<file path="config.mk">
export PLATFORM = sky130hd
export DESIGN_NAME = clock_control_regs
export DESIGN_NICKNAME = d
export VERILOG_FILES = /design/src/core/clock_control_regs.v /design/src/core/sysref_position_detector.v
export VERILOG_INCLUDE_DIRS = /design/src /design/src/core
export SDC_FILE = /design/constraint.sdc
export NUM_CORES = 1
export LEC_CHECK = 0
export ABC_AREA = 1
export BUFFER_PORTS_ARGS = -buffer_cell sky130_fd_sc_hd__buf_2
export CAP_MARGIN = 40
export CELL_PAD_IN_SITES_DETAIL_PLACEMENT = 2
export CELL_PAD_IN_SITES_GLOBAL_PLACEMENT = 2
export CORE_MARGIN = 1.5
export CORE_UTILIZATION = 32
export CTS_CLUSTER_DIAMETER = 30
export DETAILED_ROUTE_END_ITERATION = 10
export HOLD_SLACK_MARGIN = 0.08
export PLACE_DENSITY = 0.78
export SLEW_MARGIN = 0
export SYNTH_ARGS = -nofsm -noshare
export SYNTH_HDL_FRONTEND = slang
export SYNTH_SLANG_ARGS = --single-unit
</file>
<file path="constraint.sdc">
create_clock -name clk -period 1.85 [get_ports clk]
set_input_delay 0.185 -clock clk [delete_from_list [all_inputs] [get_ports clk]]
set_output_delay 0.185 -clock clk [all_outputs]
set_load 0.02 [all_outputs]
</file>
<file path="src/core/clk_ctrl_map.vh">
// Purpose: offsets, fields, reset values for the clock-control registers
// Assumes: byte-addressed register space, 8-bit register lanes
// Notes:   the capture position status spans three byte addresses
// Behaviour
// RQ1: Host keeps window control bit 7 one
// RQ2: Bit 6 enables SYSREF processor, resets zero
// RQ3: Host enables receiver before processor
// RQ4: Bit 5 enables SYSREF receiver, resets off
// RQ5: Bit 4 selects fine window delay steps
// RQ6: Software enables fine steps at high rates
// RQ7: Bits 3:0 select capture delay tap
// RQ8: Software picks tap from position status
// RQ9: Mode bit 0 inverts alignment input
// RQ10: Mode bit 2 sets sample clock PECL
// RQ11: Mode bit 1 sets alignment input PECL
// RQ12: Read-only 24-bit capture position status
// RQ13: Events act only when both enables set
`ifndef CLK_CTRL_MAP_VH
`define CLK_CTRL_MAP_VH

`define OFS_WINDOW_CTRL     8'h29
`define OFS_INPUT_MODE      8'h2a
`define OFS_SUPPLY_NOISE    8'h2b
`define OFS_POS_B0          8'h2c
`define OFS_POS_B1          8'h2d
`define OFS_POS_B2          8'h2e

`define RST_WINDOW_CTRL     8'h80
`define RST_INPUT_MODE      8'h00
`define RST_SUPPLY_NOISE    8'h10
`define RST_POS             24'h000000

`define BIT_WC_RESERVED     7
`define BIT_WC_PROC_EN      6
`define BIT_WC_RECV_EN      5
`define BIT_WC_FINE_STEP    4
`define FLD_WC_SEL_HI       3
`define FLD_WC_SEL_LO       0

`define BIT_IM_CLK_PECL     2
`define BIT_IM_ALIGN_PECL   1
`define BIT_IM_INVERT       0

`define BIT_SN_ANALOG       2
`define BIT_SN_CLOCK        0

`define MASK_WINDOW_CTRL    8'hff
`define MASK_INPUT_MODE     8'h07
`define MASK_SUPPLY_NOISE   8'hff

`endif

</file>
<file path="src/core/clock_control_regs.v">
// Purpose: clock-control register group and alignment capture control
// Assumes: simple byte register port, one access per cycle
// Notes:   position status updates on each accepted alignment edge
`include "clk_ctrl_map.vh"
`default_nettype none
module clock_control_regs #(
    parameter POS_WIDTH = 24
) (
    input  wire       clk,
    input  wire       rst_n,
    input  wire [7:0] reg_addr,
    input  wire       reg_wr,
    input  wire [7:0] reg_wdata,
    input  wire       reg_rd,
    output reg  [7:0] reg_rdata_ff,
    input  wire       sysref_in,
    output reg        sysref_receiver_enable,
    output reg        sysref_processor_enable,
    output reg        window_fine_step,
    output reg  [3:0] capture_delay_select,
    output reg        alignment_input_invert,
    output reg        sample_clock_pecl_mode,
    output reg        alignment_input_pecl_mode,
    output reg        analog_supply_noise_suppress,
    output reg        clock_supply_noise_suppress,
    output reg        sysref_capture_strobe
);

    reg  [7:0]           window_ctrl_ff;
    reg  [7:0]           input_mode_ff;
    reg  [7:0]           supply_noise_ff;
    wire [POS_WIDTH-1:0] capture_position_status;
    wire                 capture_event;
    wire                 sysref_active;
    reg  [7:0]           nxt_rdata;
    wire [2:0]           slot;
    wire [7:0]           wdata_masked;
    wire                 wr_window;
    wire                 wr_mode;
    wire                 wr_supply;

    // Register slots; one decode serves the write and read paths
    localparam [2:0] SLOT_NONE   = 3'h0;
    localparam [2:0] SLOT_WINDOW = 3'h1;
    localparam [2:0] SLOT_MODE   = 3'h2;
    localparam [2:0] SLOT_SUPPLY = 3'h3;
    localparam [2:0] SLOT_POS_B0 = 3'h4;
    localparam [2:0] SLOT_POS_B1 = 3'h5;
    localparam [2:0] SLOT_POS_B2 = 3'h6;

    ////////////////////////////////////////////////////////////////////
    // Address decode

    // Maps a byte address onto its register slot
    function [2:0] addr_slot;
        input [7:0] addr;
        begin
            if (addr == `OFS_WINDOW_CTRL)
                addr_slot = SLOT_WINDOW;
            else if (addr == `OFS_INPUT_MODE)
                addr_slot = SLOT_MODE;
            else if (addr == `OFS_SUPPLY_NOISE)
                addr_slot = SLOT_SUPPLY;
            else if (addr == `OFS_POS_B0)
                addr_slot = SLOT_POS_B0;
            else if (addr == `OFS_POS_B1)
                addr_slot = SLOT_POS_B1;
            else if (addr == `OFS_POS_B2)
                addr_slot = SLOT_POS_B2;
            else
                addr_slot = SLOT_NONE;
        end
    endfunction

    // Writable bits of each slot; status and unmapped slots take none
    function [7:0] write_mask;
        input [2:0] s;
        begin
            if (s == SLOT_WINDOW)
                write_mask = `MASK_WINDOW_CTRL;
            else if (s == SLOT_MODE)
                write_mask = `MASK_INPUT_MODE;
            else if (s == SLOT_SUPPLY)
                write_mask = `MASK_SUPPLY_NOISE;
            else
                write_mask = 8'h00;
        end
    endfunction

    // Byte n of the capture position; bits past its width read as 0
    function [7:0] pos_byte;
        input [POS_WIDTH-1:0] pos;
        input [1:0]           n;
        integer               k;
        begin
            pos_byte = 8'h00;
            for (k = 0; k < 8; k = k + 1)
            begin
                if (8 * n + k < POS_WIDTH)
                    pos_byte[k] = pos[8 * n + k];
            end
        end
    endfunction

    assign slot         = addr_slot(reg_addr);
    assign wdata_masked = reg_wdata & write_mask(slot);
    assign wr_window    = reg_wr && (slot == SLOT_WINDOW);
    assign wr_mode      = reg_wr && (slot == SLOT_MODE);
    assign wr_supply    = reg_wr && (slot == SLOT_SUPPLY);

    ////////////////////////////////////////////////////////////////////
    // Register writes
    // Window bit 7 is stored as written; keeping it set is the host's job

    always @(posedge clk)
    begin
        if (!rst_n)
            window_ctrl_ff <= `RST_WINDOW_CTRL; // RQ2 RQ4 RQ7
        else if (wr_window)
            window_ctrl_ff <= wdata_masked;
    end

    always @(posedge clk)
    begin
        if (!rst_n)
            input_mode_ff <= `RST_INPUT_MODE;
        else if (wr_mode)
            input_mode_ff <= wdata_masked;
    end

    always @(posedge clk)
    begin
        if (!rst_n)
            supply_noise_ff <= `RST_SUPPLY_NOISE;
        else if (wr_supply)
            supply_noise_ff <= wdata_masked;
    end

    ////////////////////////////////////////////////////////////////////
    // Field outputs

    // Window control fields
    always @*
    begin
        sysref_processor_enable  = window_ctrl_ff[`BIT_WC_PROC_EN]; // RQ2
        sysref_receiver_enable   = window_ctrl_ff[`BIT_WC_RECV_EN]; // RQ4
        window_fine_step         = window_ctrl_ff[`BIT_WC_FINE_STEP]; // RQ5
        capture_delay_select     =
            window_ctrl_ff[`FLD_WC_SEL_HI:`FLD_WC_SEL_LO]; // RQ7
    end

    // Input mode fields
    always @*
    begin
        alignment_input_invert   = input_mode_ff[`BIT_IM_INVERT]; // RQ9
        sample_clock_pecl_mode   = input_mode_ff[`BIT_IM_CLK_PECL]; // RQ10
        alignment_input_pecl_mode =
            input_mode_ff[`BIT_IM_ALIGN_PECL]; // RQ11
    end

    // Supply fields and capture strobe
    always @*
    begin
        analog_supply_noise_suppress = supply_noise_ff[`BIT_SN_ANALOG];
        clock_supply_noise_suppress  = supply_noise_ff[`BIT_SN_CLOCK];
        sysref_capture_strobe        = capture_event;
    end

    // The processor needs a live receiver; either bit off blocks events
    assign sysref_active = sysref_receiver_enable &&
                           sysref_processor_enable; // RQ13 RQ3

    ////////////////////////////////////////////////////////////////////
    // Position detector

    sysref_position_detector #(
        .TAPS (POS_WIDTH)
    ) u_detector (
        .clk          (clk),
        .rst_n        (rst_n),
        .active       (sysref_active),
        .fine_step    (window_fine_step),
        .invert       (alignment_input_invert),
        .sysref_in    (sysref_in),
        .delay_select (capture_delay_select),
        .position_ff  (capture_position_status),
        .event_ff     (capture_event)
    );

    ////////////////////////////////////////////////////////////////////
    // Read path; status bytes ignore writes

    // Position bytes are live: an edge between byte reads shows up in
    // whichever bytes are read after it
    always @*
    begin
        nxt_rdata = 8'h00;
        if (slot == SLOT_WINDOW)
            nxt_rdata = window_ctrl_ff;
        else if (slot == SLOT_MODE)
            nxt_rdata = input_mode_ff;
        else if (slot == SLOT_SUPPLY)
            nxt_rdata = supply_noise_ff;
        else if (slot == SLOT_POS_B0)
            nxt_rdata = pos_byte(capture_position_status, 2'h0); // RQ12
        else if (slot == SLOT_POS_B1)
            nxt_rdata = pos_byte(capture_position_status, 2'h1);
        else if (slot == SLOT_POS_B2)
            nxt_rdata = pos_byte(capture_position_status, 2'h2);
    end

    // Read data holds until the next read strobe

    always @(posedge clk)
    begin
        if (!rst_n)
            reg_rdata_ff <= 8'h00;
        else if (reg_rd)
            reg_rdata_ff <= nxt_rdata;
    end

endmodule
`default_nettype wire

</file>
<file path="src/core/sysref_position_detector.v">
// Purpose: samples the alignment input on a ladder of delay taps
// Assumes: alignment input synchronous to clk; one tap per cycle delay
// Notes:   fine step halves tap spacing; events fire on the selected tap
`default_nettype none
module sysref_position_detector #(
    parameter TAPS = 24
) (
    input  wire            clk,
    input  wire            rst_n,
    input  wire            active,
    input  wire            fine_step,
    input  wire            invert,
    input  wire            sysref_in,
    input  wire [3:0]      delay_select,
    output reg  [TAPS-1:0] position_ff,
    output reg             event_ff
);

    reg  [2*TAPS-1:0] line_ff;
    reg               prev_ff;
    reg  [TAPS-1:0]   snap;
    wire              aligned;
    wire [4:0]        tap_index;
    wire              tap;
    integer           i;

    assign aligned = sysref_in ^ invert; // RQ9

    // Fine spacing walks the taps one apart, coarse two apart
    assign tap_index = fine_step ? {1'b0, delay_select}
                                 : {delay_select, 1'b0}; // RQ5 RQ7
    assign tap       = line_ff[tap_index];

    always @*
    begin
        snap = {TAPS{1'b0}};
        for (i = 0; i < TAPS; i = i + 1)
        begin
            if (fine_step) // RQ5
                snap[i] = line_ff[i];
            else
                snap[i] = line_ff[2*i];
        end
    end

    always @(posedge clk)
    begin
        if (!rst_n)
        begin
            line_ff     <= {2*TAPS{1'b0}};
            prev_ff     <= 1'b0;
            position_ff <= {TAPS{1'b0}};
            event_ff    <= 1'b0;
        end
        else
        begin
            line_ff  <= {line_ff[2*TAPS-2:0], aligned};
            prev_ff  <= tap;
            event_ff <= 1'b0;
            if (active && tap && !prev_ff) // RQ13
            begin
                position_ff <= snap; // RQ12
                event_ff    <= 1'b1;
            end
        end
    end

endmodule
`default_nettype wire

</file>
After elaboration in Yosys (flattened, before gate mapping)
Cells that the tools add are included.

Register bits after elaboration: 105. Input bits: 21. Output and inout port bits: 21. Logic and storage cells: 72.

$lt $le $gt $ge: 1. Equal/unequal tests: 12. Multiplexer cells: 42. Bitwise gates (word level): 2. Reduce and logical (&&, ||, !) cells: 7.

Operator list (count): $mux 8 (9); $eq 8x6->1 const B (6); $mux 1 (25); $mux 3 (6); $eq 3x3->1 const B (3); $and 8x8->8 (1); $lt 5x7->1 const B (1); $eq 3x2->1 const B (2); $logic_and 1x1->1 (6); $bmux 1 s5 (1); $mux 5 (1); $eq 3x1->1 const B (1); $logic_not 1->1 (1); $xor 1x1->1 (1).

Longest topological paths before layout
Gate-level depths: netlist of run 1.

Depth after elaboration: 14. Depth in mapped cells: 16. Gate-level depth less buffers: 13.

Cells and area by module
From an unflattened synthesis of run 1, not the netlist that was laid out.

Cell total of the unflattened synthesis: 756. Area, all modules: 5225.0 µm².

By module, submodules not included: sysref_position_detector (instances 1, cells each 506, area an instance 3528.4 µm², sequential area each 1461.4 µm²); clock_control_regs (instances 1, cells each 250, area an instance 1696.6 µm², sequential area each 640.6 µm²).

Worst setup path after synthesis of run 1
OpenSTA, ideal clock, no wires.

Path type: register -> register. Start: reg window_ctrl_ff[4]. End: reg u_detector.position_ff[12]. Library setup time: 0.113 ns. Arrival time: 1.740 ns. Required time: 1.737 ns. Slack: -0.003 ns. Cell stages (with the launch flop): 14. Path buffers: 4. Period minus slack after synthesis: 1.853 ns. Path through: dfxtp_1 -> buf_6 -> buf_6 -> nand3_1 -> nand3_1 -> nand3_1 -> nand3_1 -> nand3_1 -> nand2_1 -> nand2_1 -> buf_6 -> buf_4 -> nor2_1 -> nor2_1.

Word-level cells in the longest chain between the ends: 5. Elaborated cells on any way between the ends: 6. Classes of those cells: 4 x mux; 2 x reduce/logical.

Ends and longest elaborated chain: start, declared (RTL line clock_control_regs.v:29) `reg [7:0] window_ctrl_ff;`; start signal, assigned (RTL line clock_control_regs.v:118) `` window_ctrl_ff <= `RST_WINDOW_CTRL; ``; start signal, assigned (RTL line clock_control_regs.v:120) `window_ctrl_ff <= wdata_masked;`; $mux 5 (RTL line sysref_position_detector.v:30) `assign tap_index = fine_step ? {1'b0, delay_select}`; $bmux 1 s5 (RTL line sysref_position_detector.v:32) `assign tap = line_ff[tap_index];`; $mux 1 (not written as such) (RTL line sysref_position_detector.v:32); $logic_and 1x1->1 (2 in series) (RTL line sysref_position_detector.v:60) `if (active && tap && !prev_ff)`; end signal, assigned (RTL line sysref_position_detector.v:52) `position_ff <= {TAPS{1'b0}};`; end signal, assigned (RTL line sysref_position_detector.v:62) `position_ff <= snap;`; end, declared (RTL line sysref_position_detector.v:15) `output reg [TAPS-1:0] position_ff,`.

Parallel ways exist; a longest one is shown, timed or not. The select of a mux whose other input is x is not followed. A chain may end at the register's enable or synchronous reset.

Worst setup path after layout of run 1
Start: reg window_ctrl_ff[0]. End: reg u_detector.position_ff[6].

Word-level cells in the longest chain between the ends: 5.

Ends and longest elaborated chain (RTL line): $mux 5 (sysref_position_detector.v:30); $bmux 1 s5 (sysref_position_detector.v:32); $mux 1 (not written as such) (sysref_position_detector.v:32); $logic_and 1x1->1 (2 in series) (sysref_position_detector.v:60).

No other way between the ends. The select of a mux whose other input is x is not followed.

==> reports/results.tsv, run 1 <==
stage	metric	value	unit
timing	Finish-stage setup viols	26	
floorplan	Die Span Y	123	µm
logic_synthesis	Syn Nets	722	
clock_tree	cts bufs inserted	9	
detailed_routing	met3 routed WL	712	µm
timing	f_max	462	MHz
timing	worst slew pin tran	0.677	ns
floorplan	die area	15200	µm²
clock_tree	clock root buffer	clkbuf_16	
placement	port bufs	41	
worst_setup_path	max incr delay on CP	0.41	ns
global_routing	largest net degree at the start of global routing	39	
clock_tree	CTS tree	built	
placement	dpl cells	919	
worst_setup_path	CP Data Required Time	2.11	ns
placement	DP Worst Slack	-0.159	ns
logic_synthesis	most common cell in the netlist	nand2_1	
clock_tree	Clock Sinks	105	
clock_tree	Worst-path clk slew	0.08	ns
detailed_routing	DRC	0	
timing	Setup WS post-layout	-0.317	ns
worst_setup_path	Critical-path top delay cell	dfxtp_4	
worst_setup_path	Crit Path Category	flop to flop	
flow_run	Max-cap violations	0	
global_routing	Total GRT Usage	0.280	
timing	final period utilization	1.17	
worst_setup_path	CP Max Fanout	9	
logic_synthesis	post-synthesis async set-or-reset flop share	0	
logic_synthesis	Synth top cells by count	227 x nand2_1, 117 x inv_1, 105 x dfxtp_1, 88 x nor2_1, 44 x o21ai_0	
timing	Hold Vio Cnt, Final	0	
timing	Slew Limit Fails	0	
timing	final critical-path required period	2.17	ns
logic_synthesis	Synth top area share	0.453	
detailed_routing	ANT nets after route	0	
logic_synthesis	post-synthesis cell type count	24	
placement	gp weighted congestion	0.799	
floorplan	Starting Density	0.331	
timing	RSZ-0062 raised after global routing	true	
logic_synthesis	dominant synthesized flop cell	dfxtp_1	
worst_setup_path	crit-path cells	inv_1, o21ai_4, buf_12, nand2_4, nand3_2, nand3_2, nand3_2, nand2_2, nand2_4, buf_6, buf_16, nand2_1, nand2_1, nor2_1	
global_routing	antenna violations before repair	0	
logic_synthesis	number of flops mapped to enable cells by yosys	0	
global_routing	vias in the first global route	5329	
detailed_routing	routed length on met2	10700	µm
worst_setup_path	Buf/Inv on CP	4	
layout	share of layout cells above drive strength 1	0.220	
detailed_routing	Vias	4883	
min_path	Hold Path Class	input port to flop	
power_and_ir_drop	leakage	3.09	nW
placement	HPWL Detailed	11300	µm
floorplan	# IOs	42	
logic_synthesis	top cells by area, synth	dfxtp_1 45%, nand2_1 18%, inv_1 9.5%	
detailed_routing	First-pass DRT Iterations	5	
detailed_routing	Top Layer Used	met4	
floorplan	row cnt	43	
detailed_routing	wire per inst	21.6	µm
detailed_routing	Metal-1 WL	8290	µm
detailed_routing	DR vias/cell	5.11	
clock_tree	Clk Latency, worst-skew pair	0.37	ns
detailed_routing	routed wire length	20700	µm
power_and_ir_drop	worst vdd ir	0.476	mV
logic_synthesis	mapped cell area	4640	µm²
power_and_ir_drop	Pwr per Cell Area	716	nW/µm²
clock_tree	CTS H-Tree Depth	3	
worst_setup_path	Setup crit start kind	flop	
logic_synthesis	largest area contributor in the netlist	dfxtp_1	
layout	Final #Nets	792	
clock_tree	clock buffer depth	2	
global_routing	GRT overflow	0	
worst_setup_path	Worst path top cell family by delay	simple AND/OR/NAND/NOR gates	
logic_synthesis	synth warn	0	
timing	Hold WS	0.107	ns
worst_setup_path	endpoint class of the critical path	flop	
logic_synthesis	Post-Synthesis Cells	701	
floorplan	Die Wd	123	µm
layout	final-layout fill cell count	1663	
worst_setup_path	Arr. time, crit path	2.43	ns
timing	Max transition margin	0.548	
status	violated checks	setup timing	
logic_synthesis	flops & latches, synth	105	
logic_synthesis	syn_area_per_cell	6.61	µm²
worst_setup_path	CP most frequent cell	nand3_2	
layout	post-route non-filler standard cell count	956	
timing	Fin Clk Skew	0.00914	ns
detailed_routing	First DRT Iteration DRCs	212	
logic_synthesis	sequential area share after synthesis	0.453	
floorplan	core area	14000	µm²
layout	Area growth, synth to finish	30.1	%
status	status	finished, violations left	
global_routing	first-pass GRT wire length	30900	µm
layout	# diodes	0	
per-stage QoR:
step	setup TNS, ns	power [W]	cell area (µm²)	utilization
global placement	-0.336	0.00244	5120	0.366
finish	-6.37	0.00431	6030	0.431
detailed placement	-2.81	0.00245	5120	0.366
CTS	-0.669	0.00429	5940	0.425
global route	-8.04	0.00446	6030	0.431
floorplan	0	0.00238	4640	-
layout make-up:
type                    count  area [µm²]  share of cell area
multi-input cells         446        2160               0.358
flip-flops and latches    105        2110               0.350
inverters                 118         454              0.0753
well taps                 180         225              0.0374
clock inverters             5        31.3             0.00519
clock buffers              11         243              0.0403
repair buffers             91         810               0.134
report_power, final:
group	switching (W)	leakage [nW]	internal [W]
clock network	0.000948	0.135	0.000949
logic	0.0000989	2.11	0.0000544
registers	0.00000509	0.848	0.00226
total	0.00105	3.09	0.00326
flip-flops by register name, indices dropped and copies added, names as in the netlist:
register and count:
u_detector.prev_ff 1, u_detector.event_ff 1, u_detector.line_ff 47, window_ctrl_ff 8
supply_noise_ff 8, input_mode_ff 8, u_detector.position_ff 24, reg_rdata_ff 8
cells in the final DEF, fill, tap and decap left out, types with 16 or more instances in the layout:
| cell | count |
|---|---|
| nand2_1 | 204 |
| inv_1 | 114 |
| dfxtp_1 | 102 |
| nor2_1 | 73 |
| o21ai_0 | 43 |
| buf_2 | 41 |
| buf_4 | 31 |
| a21oi_1 | 22 |
| nand3_1 | 18 |
| nand2_2 | 16 |
layer usage:
| layer | global-route usage | vias to the layer above |
|---|---|---|
| met4 | 0.128 | 0 |
| met1 | 0.318 | 2439 |
| met5 | 0 | - |
| li1 | - | 2249 |
| met3 | 0.0554 | 58 |
| met2 | 0.504 | 137 |
worst paths after layout:
kind | start | end | slack (ns) | cells after the start
setup / recovery | window_ctrl_ff[0] | u_detector.position_ff[6] | -0.32 | 14
hold / removal | reg_wdata[5] | supply_noise_ff[5] | 0.11 | 3
setup reg to reg | window_ctrl_ff[0] | u_detector.position_ff[6] | -0.32 | 14
hold reg to reg | u_detector.line_ff[37] | u_detector.line_ff[38] | 0.42 | 2
repair_timing:
| item | in CTS | in global routing |
|---|---|---|
| hold endpoints to repair | 2 | 0 |
| gates resized for setup | 73 | 22 |
| setup endpoints to repair | 23 | 27 |
| hold buffers | 2 | 0 |
| pin swaps | 7 | 6 |
| setup buffers | 12 | 2 |
| gates cloned | 5 | 0 |
worst min-delay path: stages:
cell and delay [ns]:
buf_2 0.09, o21ai_0 0.08, nor2_1 0.08
logic make-up after synthesis:
group | after synthesis | share of synthesized area
AO/OA/AOI/OAI | 76 | 0.0877
XOR/XNOR | 1 | 0.00189
buffers and inverters | 150 | 0.138
flip-flops | 105 | 0.453
AND/OR/NAND/NOR | 369 | 0.318
(Power assumes the default switching activity.)
==> run 2: changes to the inputs <==
--- a/config.mk
+++ b/config.mk
@@ -17,6 +17,7 @@
 export DETAILED_ROUTE_END_ITERATION = 10
 export HOLD_SLACK_MARGIN = 0.08
 export PLACE_DENSITY = 0.78
+export SKIP_CTS_REPAIR_TIMING = 1
 export SLEW_MARGIN = 0
 export SYNTH_ARGS = -nofsm -noshare
 export SYNTH_HDL_FRONTEND = slang
==> run 2 against run 1 <==
Compared with the run above: the flow still finishes with violations (setup timing); via count decreased by 3.9%; sequential power about the same; sequential share of layout area grew 0.78 points; critical path depth stayed put; first-iteration DRC count increased by 7.5%; routed wire length decreased by 5.6%; clock-buffer cell count is the same; worst setup slack improved by 0.12 ns; largest cell class unchanged; highest routed layer unchanged.
==> reports/results.tsv, run 2 (synthesis gave the netlist of run 1 again) <==
stage	metric	value	unit
status	status	finished, violations left	
status	violated checks	setup timing	
power_and_ir_drop	worst vdd ir	0.428	mV
timing	Finish-stage setup viols	25	
detailed_routing	wire per inst	20.5	µm
worst_setup_path	max incr delay on CP	0.44	ns
clock_tree	cts bufs inserted	9	
timing	Fin Clk Skew	0.0125	ns
layout	most frequent cells in the layout	205 x nand2_1, 115 x inv_1, 102 x dfxtp_1	
clock_tree	CTS tree	built	
timing	Setup WS post-layout	-0.197	ns
worst_setup_path	Critical-path top delay cell	dfxtp_4	
floorplan	row cnt	43	
placement	dpl cells	919	
global_routing	first-pass GRT wire length	24300	µm
layout	commonest non-fill, non-tap cell in the layout	nand2_1	
floorplan	Die Span Y	123	µm
power_and_ir_drop	leakage	3.05	nW
layout	Area growth, synth to finish	27.2	%
worst_setup_path	Arr. time, crit path	2.34	ns
worst_setup_path	CP Max Fanout	11	
timing	Hold Vio Cnt, Final	0	
placement	HPWL Detailed	11300	µm
timing	setup TNS	-3.57	ns
layout	Top reg by flops	u_detector.line_ff	
detailed_routing	DR vias/cell	4.93	
layout	# diodes	0	
worst_setup_path	crit-path cells	nand2_8, buf_4, nand2_1, o21ai_1, nand2_1, nand3_1, nand3_1, nand3_2, nand2_8, nand2_8, buf_12, nand2_2, nand2_1, nor2_1	
min_path	Hold Path Class	input port to flop	
detailed_routing	DRC	0	
global_routing	GRT overflow	0	
detailed_routing	First-pass DRT Iterations	4	
floorplan	Starting Density	0.331	
clock_tree	Clk Latency, worst-skew pair	0.37	ns
worst_setup_path	Crit Path Category	flop to flop	
timing	Max transition margin	0.577	
worst_setup_path	endpoint class of the critical path	flop	
floorplan	core area	14000	µm²
worst_setup_path	Setup crit start kind	flop	
timing	final period utilization	1.11	
timing	Slew Limit Fails	0	
clock_tree	clock buffer depth	2	
global_routing	Total GRT Usage	0.212	
floorplan	# IOs	42	
timing	f_max	488	MHz
clock_tree	clock root buffer	clkbuf_16	
global_routing	antenna violations before repair	0	
detailed_routing	First DRT Iteration DRCs	228	
worst_setup_path	CP Data Required Time	2.15	ns
timing	RSZ-0062 raised after global routing	true	
global_routing	vias in the first global route	4753	
placement	gp weighted congestion	0.799	
detailed_routing	Vias	4692	
timing	worst slew pin tran	0.634	ns
layout	top flop regs	u_detector.line_ff x47, u_detector.position_ff x24	
clock_tree	Clock Sinks	105	
detailed_routing	routed wire length	19500	µm
layout	share of layout cells above drive strength 1	0.200	
global_routing	largest net degree at the start of global routing	39	
clock_tree	CTS H-Tree Depth	3	
floorplan	Die Wd	123	µm
detailed_routing	ANT nets after route	0	
power_and_ir_drop	Pwr per Cell Area	729	nW/µm²
layout	post-route non-filler standard cell count	951	
layout	Final #Nets	787	
layout	max reg flops	47	
floorplan	die area	15200	µm²
flow_run	Max-cap violations	0	
placement	port bufs	41	
clock_tree	Worst-path clk slew	0.08	ns
timing	final critical-path required period	2.05	ns
==> run 2: layout make-up <==
| type | count | area, µm² |
|---|---|---|
| Multi-Input combinational cell | 447 | 2130 |
| Clock buffer | 11 | 243 |
| Sequential cell | 105 | 2110 |
| Timing Repair Buffer | 85 | 711 |
| Tap cell | 180 | 225 |
| Fill cell | 1655 | 8090 |
| Inverter | 118 | 445 |
| Clock inverter | 5 | 31.3 |
==> run 2: worst paths after layout <==
path	startpoint	end	slack, ns	depth (start not counted)
worst min-delay path	reg_wdata[7]	window_ctrl_ff[7]	0.06	3
worst max-delay path	window_ctrl_ff[4]	u_detector.position_ff[15]	-0.20	14
worst min register to register	u_detector.line_ff[37]	u_detector.line_ff[38]	0.43	2
worst max register to register	window_ctrl_ff[4]	u_detector.position_ff[15]	-0.20	14
==> run 2: where the power goes <==
part           total (W)  switching, W  internal, W
logic           0.000145     0.0000963    0.0000483
registers        0.00226    0.00000438      0.00226
clock network    0.00189      0.000941     0.000948
total            0.00430       0.00104      0.00326
==> run 2: worst max-delay path: cells and delay by family (launching register included) <==
family          cells  cell delay [ns]
simple gates       11             1.10
flops               1             0.44
buf+inv             2             0.31
compound gates      1             0.12
==> run 2: metrics by stage <==
| stage | power [W] | util | instance area [µm²] | hold slack, ns | setup WS (ns) |
|---|---|---|---|---|---|
| floorplan | 0.00238 | - | 4640 | 0.298 | 0.104 |
| global placement | 0.00244 | 0.366 | 5120 | 0.393 | -0.0277 |
| detailed placement | 0.00245 | 0.366 | 5120 | 0.409 | -0.159 |
| CTS | 0.00427 | 0.386 | 5400 | 0.0599 | -0.202 |
| global route | 0.00443 | 0.422 | 5900 | 0.0711 | -0.270 |
| finish | 0.00430 | 0.422 | 5900 | 0.0645 | -0.197 |
==> run 2: metal layers <==
layer,vias up,global-route usage,wire (µm)
met5,-,0,0
met2,83,0.388,10300
met1,2338,0.257,7920
met4,0,0.0726,593
li1,2238,-,-
met3,33,0.0235,696
